==> config.mk <==
export PLATFORM = sky130hd
export DESIGN_NAME = ssq_top
export DESIGN_NICKNAME = d
export VERILOG_FILES = /design/src/ssq_pkg.sv /design/src/ssq_brg.sv /design/src/ssq_top.sv
export SDC_FILE = /design/constraint.sdc
export NUM_CORES = 1
export LEC_CHECK = 0
export CAP_MARGIN = 20
export CELL_PAD_IN_SITES_DETAIL_PLACEMENT = 2
export CELL_PAD_IN_SITES_GLOBAL_PLACEMENT = 2
export CORE_ASPECT_RATIO = 1.75
export CORE_MARGIN = 5
export CORE_UTILIZATION = 39
export CTS_CLUSTER_SIZE = 14
export DETAILED_ROUTE_END_ITERATION = 16
export DONT_BUFFER_PORTS = 1
export PLACE_DENSITY_LB_ADDON = 0.15
export SLEW_MARGIN = 40
export SYNTH_ARGS = -nofsm -noshare
export SYNTH_HDL_FRONTEND = slang
export SYNTH_HIERARCHICAL = 1
export SYNTH_SLANG_ARGS = --single-unit
==> constraint.sdc <==
create_clock -name hclk -period 4.5 [get_ports hclk]
set_clock_uncertainty 0.05 [all_clocks]
set_input_delay 0.45 -clock hclk [delete_from_list [all_inputs] [get_ports hclk]]
set_output_delay 0.45 -clock hclk [all_outputs]
set_load 0.02 [all_outputs]
==> src/ssq_pkg.sv <==
// ssq_pkg: register map, field positions and timing for the i2c sequencer
// assumes a 32-bit ahb-lite slave with one register per aligned word
package ssq_pkg;
  localparam logic [7:0] ADDR_CTRL1  = 8'h00;
  localparam logic [7:0] ADDR_CTRL2  = 8'h04;
  localparam logic [7:0] ADDR_STATUS = 8'h08;
  localparam logic [7:0] ADDR_BUF    = 8'h0c;
  localparam logic [7:0] ADDR_BRG    = 8'h10;
  localparam logic [7:0] ADDR_FLAGS  = 8'h14;

  localparam int CTRL2_ACK_SEQ_ENABLE = 4;
  localparam int CTRL2_ACK_DATA_VALUE = 5;
  localparam int CTRL2_STOP  = 2;
  localparam int STAT_STOPD  = 4;
  localparam int CTRL1_WRITE_COLLISION  = 7;
  localparam int CTRL1_OVF   = 6;
  localparam int CTRL1_EN    = 5;
  localparam int FLAG_IRQ    = 0;

  localparam logic [7:0] CTRL1_RESET = 8'h00;
  localparam logic [7:0] BRG_RESET   = 8'h31;

  typedef enum logic [1:0] {
    HTRANS_IDLE, HTRANS_BUSY, HTRANS_NONSEQ, HTRANS_SEQ
  } ssq_htrans_type;
endpackage : ssq_pkg

==> src/ssq_brg.sv <==
// ssq_brg: baud-rate down counter, one-cycle pulse at terminal count
// assumes load and run come from the sequencer in the same clock domain
`timescale 1ns/1ps
module ssq_brg #(
  parameter int WIDTH = 8
) (
  input  wire logic             hclk,
  input  wire logic             hresetn,
  input  wire logic             load,
  input  wire logic             run,
  input  wire logic [WIDTH-1:0] reload,
  output logic                  tick
);
  logic [WIDTH-1:0] cnt_q;
  wire              at_zero = (cnt_q == '0);

  // tick must not look at load: load follows the state change that tick causes
  assign tick = run && at_zero;

  always_ff @(posedge hclk or negedge hresetn) begin
    if (!hresetn) begin
      cnt_q <= '0;
    end else if (load || (run && at_zero)) begin
      cnt_q <= reload;
    end else if (run) begin
      cnt_q <= cnt_q - 1'b1;
    end
  end
endmodule : ssq_brg

==> src/ssq_top.sv <==
// ssq_top: i2c master acknowledge and stop sequencer with ahb-lite regs
// assumes scl/sda pins open drain, inputs synchronous to hclk
`timescale 1ns/1ps
module ssq_top
  import ssq_pkg::*;
#(
  parameter int BRG_WIDTH = 8
) (
  input  wire logic              hclk,
  input  wire logic              hresetn,
  input  wire logic              hsel,
  input  wire logic [31:0]       haddr,
  input  wire logic [1:0]        htrans,
  input  wire logic              hwrite,
  input  wire logic [2:0]        hsize,
  input  wire logic [31:0]       hwdata,
  input  wire logic              hready,
  output logic      [31:0]       hrdata,
  output logic                   hreadyout,
  output logic                   hresp,
  input  wire logic              scl_i,
  output logic                   scl_o,
  output logic                   scl_oe_n,
  input  wire logic              sda_i,
  output logic                   sda_o,
  output logic                   sda_oe_n,
  input  wire logic              rx_byte_valid,
  input  wire logic [7:0]        rx_byte,
  output logic                   serial_port_irq_flag
);
  import ssq_pkg::*;

  typedef enum logic [2:0] {
    ST_IDLE, ST_ACK_LOW, ST_ACK_HIGH, ST_STOP_SDA, ST_STOP_CNT,
    ST_STOP_SCL, ST_STOP_DET, ST_STOP_END
  } ssq_state_type;

  ////////////////////////////////////////////////////////////////////////
  // registers
  ssq_state_type    state_q, state_d;
  logic [7:0]       ctrl1_q, ctrl2_q, status_q, buf_q;
  logic [7:0]       brg_q;
  logic             buf_full_q, irq_q;
  logic             ph_valid_q, ph_write_q;
  logic [7:0]       ph_addr_q;
  logic [31:0]      rdata_q;
  logic             scl_low_q, sda_low_q;

  ////////////////////////////////////////////////////////////////////////
  // bus decode
  wire       ap_take   = hsel && hready && htrans[1];
  wire       wr_en     = ph_valid_q && ph_write_q;
  wire       wr_ctrl1  = wr_en && (ph_addr_q == ADDR_CTRL1);
  wire       wr_ctrl2  = wr_en && (ph_addr_q == ADDR_CTRL2);
  wire       wr_status = wr_en && (ph_addr_q == ADDR_STATUS);
  wire       wr_buf    = wr_en && (ph_addr_q == ADDR_BUF);
  wire       wr_brg    = wr_en && (ph_addr_q == ADDR_BRG);
  wire       wr_flags  = wr_en && (ph_addr_q == ADDR_FLAGS);
  wire       rd_buf    = ap_take && !hwrite && (haddr[7:0] == ADDR_BUF);
  wire       seq_busy  = (state_q != ST_IDLE);
  wire       write_collision_set  = wr_buf && seq_busy;
  wire       ovf_set   = rx_byte_valid && buf_full_q;
  wire [7:0] wd        = hwdata[7:0];
  wire       port_on   = ctrl1_q[CTRL1_EN];

  assign hreadyout = 1'b1;
  assign hresp     = 1'b0;
  assign hrdata    = rdata_q;

  ////////////////////////////////////////////////////////////////////////
  // baud-rate generator
  logic brg_load, brg_run, brg_tick;
  assign brg_load = (state_q != state_d);
  assign brg_run  = (state_q == ST_ACK_LOW) || (state_q == ST_STOP_CNT)
                 || (state_q == ST_STOP_SCL) || (state_q == ST_STOP_END)
                 || ((state_q == ST_ACK_HIGH) && scl_i);

  ssq_brg #(.WIDTH(BRG_WIDTH)) u_brg (
    .hclk    (hclk),
    .hresetn (hresetn),
    .load    (brg_load),
    .run     (brg_run),
    .reload  (brg_q[BRG_WIDTH-1:0]),
    .tick    (brg_tick)
  );

  ////////////////////////////////////////////////////////////////////////
  // sequencer
  always_comb begin
    state_d = state_q;
    unique case (state_q)
      ST_IDLE: begin
        if (port_on && ctrl2_q[CTRL2_ACK_SEQ_ENABLE]) state_d = ST_ACK_LOW;
        else if (port_on && ctrl2_q[CTRL2_STOP]) state_d = ST_STOP_SDA;
      end
      ST_ACK_LOW:  if (brg_tick) state_d = ST_ACK_HIGH;
      ST_ACK_HIGH: if (brg_tick) state_d = ST_IDLE;
      ST_STOP_SDA: if (!sda_i) state_d = ST_STOP_CNT;
      ST_STOP_CNT: if (brg_tick) state_d = ST_STOP_SCL;
      ST_STOP_SCL: if (brg_tick) state_d = ST_STOP_DET;
      ST_STOP_DET: if (sda_i && scl_i) state_d = ST_STOP_END;
      ST_STOP_END: if (brg_tick) state_d = ST_IDLE;
      default:     state_d = ST_IDLE;
    endcase
    if (!port_on) state_d = ST_IDLE;
  end

  // pin drive: clock held low in idle after the ninth clock
  wire scl_low_d = port_on && (state_d == ST_IDLE || state_d == ST_ACK_LOW
                   || state_d == ST_STOP_SDA || state_d == ST_STOP_CNT);
  wire sda_low_d = port_on && ((state_d == ST_ACK_LOW
                   || state_d == ST_ACK_HIGH) ? !ctrl2_q[CTRL2_ACK_DATA_VALUE]
                   : (state_d == ST_STOP_SDA || state_d == ST_STOP_CNT
                   || state_d == ST_STOP_SCL));

  assign scl_o    = 1'b0;
  assign sda_o    = 1'b0;
  assign scl_oe_n = !scl_low_q;
  assign sda_oe_n = !sda_low_q;
  assign serial_port_irq_flag = irq_q;

  always_ff @(posedge hclk or negedge hresetn) begin
    if (!hresetn) begin
      state_q   <= ST_IDLE;
      scl_low_q <= 1'b0;
      sda_low_q <= 1'b0;
    end else begin
      state_q   <= state_d;
      scl_low_q <= scl_low_d;
      sda_low_q <= sda_low_d;
    end
  end

  ////////////////////////////////////////////////////////////////////////
  // bus address phase and read data
  always_ff @(posedge hclk or negedge hresetn) begin
    if (!hresetn) begin
      ph_valid_q <= 1'b0;
      ph_write_q <= 1'b0;
      ph_addr_q  <= 8'h00;
      rdata_q    <= 32'h0000_0000;
    end else begin
      ph_valid_q <= ap_take;
      ph_write_q <= hwrite;
      ph_addr_q  <= haddr[7:0];
      if (ap_take && !hwrite) begin
        unique case (haddr[7:0])
          ADDR_CTRL1:  rdata_q <= {24'h000000, ctrl1_q};
          ADDR_CTRL2:  rdata_q <= {24'h000000, ctrl2_q};
          ADDR_STATUS: rdata_q <= {24'h000000, status_q};
          ADDR_BUF:    rdata_q <= {24'h000000, buf_q};
          ADDR_BRG:    rdata_q <= {24'h000000, brg_q};
          ADDR_FLAGS:  rdata_q <= {31'h0, irq_q};
          default:     rdata_q <= 32'h0000_0000;
        endcase
      end
    end
  end

  ////////////////////////////////////////////////////////////////////////
  // control and status registers
  wire ack_done  = (state_q == ST_ACK_HIGH) && (state_d == ST_IDLE);
  wire stop_done = (state_q == ST_STOP_END) && (state_d == ST_IDLE);
  wire stop_seen = (state_q == ST_STOP_DET) && (state_d == ST_STOP_END);

  always_ff @(posedge hclk or negedge hresetn) begin
    if (!hresetn) begin
      ctrl1_q    <= CTRL1_RESET;
      ctrl2_q    <= 8'h00;
      status_q   <= 8'h00;
      buf_q      <= 8'h00;
      brg_q      <= BRG_RESET;
      buf_full_q <= 1'b0;
      irq_q      <= 1'b0;
    end else begin
      if (wr_ctrl1) ctrl1_q <= wd;
      if (write_collision_set) ctrl1_q[CTRL1_WRITE_COLLISION] <= 1'b1;
      if (ovf_set) ctrl1_q[CTRL1_OVF] <= 1'b1;
      if (wr_ctrl2) ctrl2_q <= wd;
      if (ack_done || !port_on) ctrl2_q[CTRL2_ACK_SEQ_ENABLE] <= 1'b0;
      if (stop_done || !port_on) ctrl2_q[CTRL2_STOP] <= 1'b0;
      if (wr_status) status_q <= wd;
      if (stop_seen) status_q[STAT_STOPD] <= 1'b1;
      if (wr_buf && !seq_busy) buf_q <= wd;
      if (rx_byte_valid) buf_q <= rx_byte;
      if (rd_buf) buf_full_q <= 1'b0;
      if (rx_byte_valid) buf_full_q <= 1'b1;
      if (wr_brg) brg_q <= wd;
      if (wr_flags) irq_q <= wd[FLAG_IRQ];
      if (stop_done) irq_q <= 1'b1;
    end
  end

  ////////////////////////////////////////////////////////////////////////
  // checks
  a_ack_scl_low: assert property (@(posedge hclk) disable iff (!hresetn)
    (state_q == ST_ACK_LOW) |-> scl_low_q)
    else $error("clock not held low during acknowledge");
  a_ack_clears: assert property (@(posedge hclk) disable iff (!hresetn)
    ack_done |=> !ctrl2_q[CTRL2_ACK_SEQ_ENABLE] && state_q == ST_IDLE)
    else $error("acknowledge enable not cleared");
  a_write_collision_set: assert property (@(posedge hclk) disable iff (!hresetn)
    write_collision_set && !rx_byte_valid
    |=> ctrl1_q[CTRL1_WRITE_COLLISION] && $stable(buf_q))
    else $error("collision not flagged or buffer changed");
  a_stop_start: assert property (@(posedge hclk) disable iff (!hresetn)
    (state_q == ST_IDLE && port_on && ctrl2_q[CTRL2_STOP]
     && !ctrl2_q[CTRL2_ACK_SEQ_ENABLE]) |=> state_q == ST_STOP_SDA)
    else $error("stop did not start");
  a_stop_sda: assert property (@(posedge hclk) disable iff (!hresetn)
    (state_q == ST_STOP_CNT) |-> sda_low_q && scl_low_q)
    else $error("stop data not driven low");
  a_scl_release: assert property (@(posedge hclk) disable iff (!hresetn)
    (state_q == ST_STOP_SCL) |-> !scl_low_q && sda_low_q)
    else $error("stop release order wrong");
  a_stop_det: assert property (@(posedge hclk) disable iff (!hresetn)
    stop_seen |=> status_q[STAT_STOPD])
    else $error("stop not detected");
  a_irq_set: assert property (@(posedge hclk) disable iff (!hresetn)
    stop_done |=> irq_q && !ctrl2_q[CTRL2_STOP])
    else $error("irq flag not set at stop end");
  a_ovf_set: assert property (@(posedge hclk) disable iff (!hresetn)
    ovf_set |=> ctrl1_q[CTRL1_OVF])
    else $error("overflow not flagged");
  a_idle_scl: assert property (@(posedge hclk) disable iff (!hresetn)
    (state_q == ST_IDLE && port_on && $past(port_on)) |-> scl_low_q)
    else $error("clock not held low while idle");
endmodule : ssq_top

==> flow_summary.ini <==
[die]
start_util = 0.3998
ios = 124
die_area_um2 = 11920
die_h_um = 140.7
die_w_um = 84.70
core_area_um2 = 9527
rows = 47

[detailed_routing]
vias_per_cell = 5.470
routed_wirelength_um = 10990
drc = 0
vias = 2642
ant_nets = 0
wl_per_cell_um = 22.76
drt_iter0_drc = 100
drt-pass1-iter-count = 4

[logic_synthesis]
yosysTopAreaCellShare = 0.4599
synth_top_family_by_area = simple AND/OR/NAND/NOR gates
yosysTopAreaCell = dfrtp_1
syn_area_per_cell_um2 = 10.79
synth_compound_gate_area_share = 0.09625
synth_warnings = 6
synth-edff-count = 0
synthCells = 353
synth_area_um2 = 3809
async_flop_share = 1.000
muxShareOfSynthArea = 0.1544
synthDistinctLibCells = 51
synth-simple-area-share = 0.1675
yosys.area_share.xor_xnor = 0.01380
synth.yosys.seq_area_share = 0.4806
ys_ff_latch = 73
synth-main-ff-cell = dfrtp_1
synthAdderAreaFrac = 0.006570
yosys-top-cells-area = dfrtp_1 (46%), mux2_2 (8.0%), mux2i_1 (6.6%), buf_4 (5.5%), o21ai_0 (3.3%)

[global_route]
grt_pass1_wl_um = 17550
grtUsageTotal = 0.1948
grt_pass1_vias = 3140
grt_max_degree = 74
antenna_found_initial = 0
grt-ovfl-total = 0

[timing]
fin_setup_tns_ns = 0
setup_ws_ns = 0.4386
worst_pin_slew_ns = 0.8125
fin_crit_ns = 4.061
max_freq_mhz = 246.2
fin_crit_sh = 0.9025
finalSetupViolations = 0
slew_headroom = 0.4572
rsz0062_at_grt = no
finalMaxSlewViolations = 0
hold_viol = 0

[layout]
drive_above_1_share = 0.1911
fin_area_um2 = 4219
utilization = 0.4429
seqCellArea_um2 = 1831
mostFrequentLayoutCells = dfrtp_1 (70), nand2_1 (28), conb_1 (28)
nFillCells = 1019
multi_input_area_um2 = 1775
nets = 443
num_antenna_cells = 0
layout_commonest_cell = dfrtp_1
area_growth_pct = 10.78

[critical_path]
crit_type = reg2reg
cp_slowest_cell = dfrtp_1
cp-end-kind = flip-flop
cp_top_family = simple AND/OR/NAND/NOR gates
cp_cell_sequence = nor3b_1 -> a221o_1 -> nand3b_1 -> nor2_1 -> nor2b_1 -> nor3_1 -> nor4_2 -> buf_4 -> xnor2_1 -> o211ai_1 -> a31oi_1 -> buf_4 -> nor2_1 -> nor3_1
cp-start-kind = flip-flop
critPathMaxFanout = 14
crit_buf_inv = 2
critPathMaxStageDelay_ns = 0.54
cp_data_arrival_time_ns = 4.26
crit_required_ns = 4.70

[power]
power_density_nw_per_um2 = 448.3
ir_drop_uv = 224.9
cellLeakagePower_nw = 1.919

[status]
outcome = finished clean

[clocking]
htreeDepth = 3
cts_root_buf = clkbuf_16
cts_setup_buffers = 0
tritoncts = yes
cts_buffers = 9
insertion_delay_ns = 0.34
cts_num_sinks = 73
clock_path_buffers = 2
cts_resized = 0
clkTransAtPathRegs_ns = 0.06
hold_buffers = 2

[run]
cap_violations = 0

[place]
dpl-instance-area_um2 = 3826
place.gp.congestion = 0.7883
dp_slack_ns = 0.4394
port_buffers = 0
place_hpwl_um = 8015

[worst_hold_path]
worstHoldPathType = in2reg
[logic make-up after synthesis]
kind of cell,count (synthesis)
simple gates,109
flops,73
compound gates,58
mux,54
buf+inv,49
xor+xnor,6
fa+ha+maj,2
other cells,2
[path summary, 6_finish.rpt]
check	from	to	slack (ns)	cells after the start
max in group asynchronous	hresetn	brg_q[5]$_DFFE_PN1P_	3.42	2
min reg2reg	buf_full_q$_DFFE_PN0P_	ctrl1_q[6]$_DFFE_PN0P_	0.45	2
min in group asynchronous	hresetn	ph_addr_q[6]$_DFF_PN0_	0.64	2
min	haddr[5]	ph_addr_q[5]$_DFF_PN0_	0.09	0
max	state_q[2]$_DFF_PN0_	u_brg/cnt_q[7]$_DFFE_PN0P_	0.44	14
max reg2reg	state_q[2]$_DFF_PN0_	u_brg/cnt_q[7]$_DFFE_PN0P_	0.44	14
[state kept, by name (all words and copies together), names as in the netlist]
register,flops
sda_low_q,1
ph_write_q,1
brg_q,8
u_brg/cnt_q,8
scl_low_q,1
ctrl2_q,8
ph_addr_q,8
serial_port_irq_flag,1
buf_full_q,1
ph_valid_q,1
buf_q,8
status_q,8
hrdata,8
state_q,3
ctrl1_q,8
[synthesized netlist by cell type, types with 5 or more instances]
library cell and count:
dfrtp_1 70, buf_4 28, nand2_1 28, mux2_2 27
mux2i_1 25, o21ai_0 25, nor2_1 24, a21oi_1 14
and2_1 9, clkbuf_1 9, inv_1 8, a221o_1 6
nor3_1 6, nand3_1 5, nor2b_1 5, nor3b_1 5
xnor2_1 5
[stage by stage]
step,std cells,power (mW),hold slack [ns]
after floorplan,379,1.003,0.1044
after global placement,465,1.027,0.1062
after detailed placement,465,1.048,0.1061
after CTS,483,1.918,0.08126
after global routing,483,1.980,0.08154
final,483,1.891,0.09211
[power by group]
part	switching, mW	internal (mW)
Sequential	0.0670	0.722
Clock	0.268	0.573
Combinational	0.150	0.111
[metal layers]
metal / part of all wire / up-vias / global-route usage
li1: - / 1198 / -
met1: 0.36 / 1384 / 0.2002
met2: 0.59 / 44 / 0.3796
met3: 0.027 / 16 / 0.03619
met4: 0.020 / 0 / 0.07339
met5: 0 / - / 0
[final cells by class]
class / instances / area share
inverters: 8 / 0.007117
multi-input cells: 257 / 0.4208
clock buffers: 12 / 0.06079
flip-flops and latches: 73 / 0.4339
repair buffers: 7 / 0.01779
well taps: 122 / 0.03618
clock inverters: 4 / 0.02343
Power figures use the tool's default switching activity.
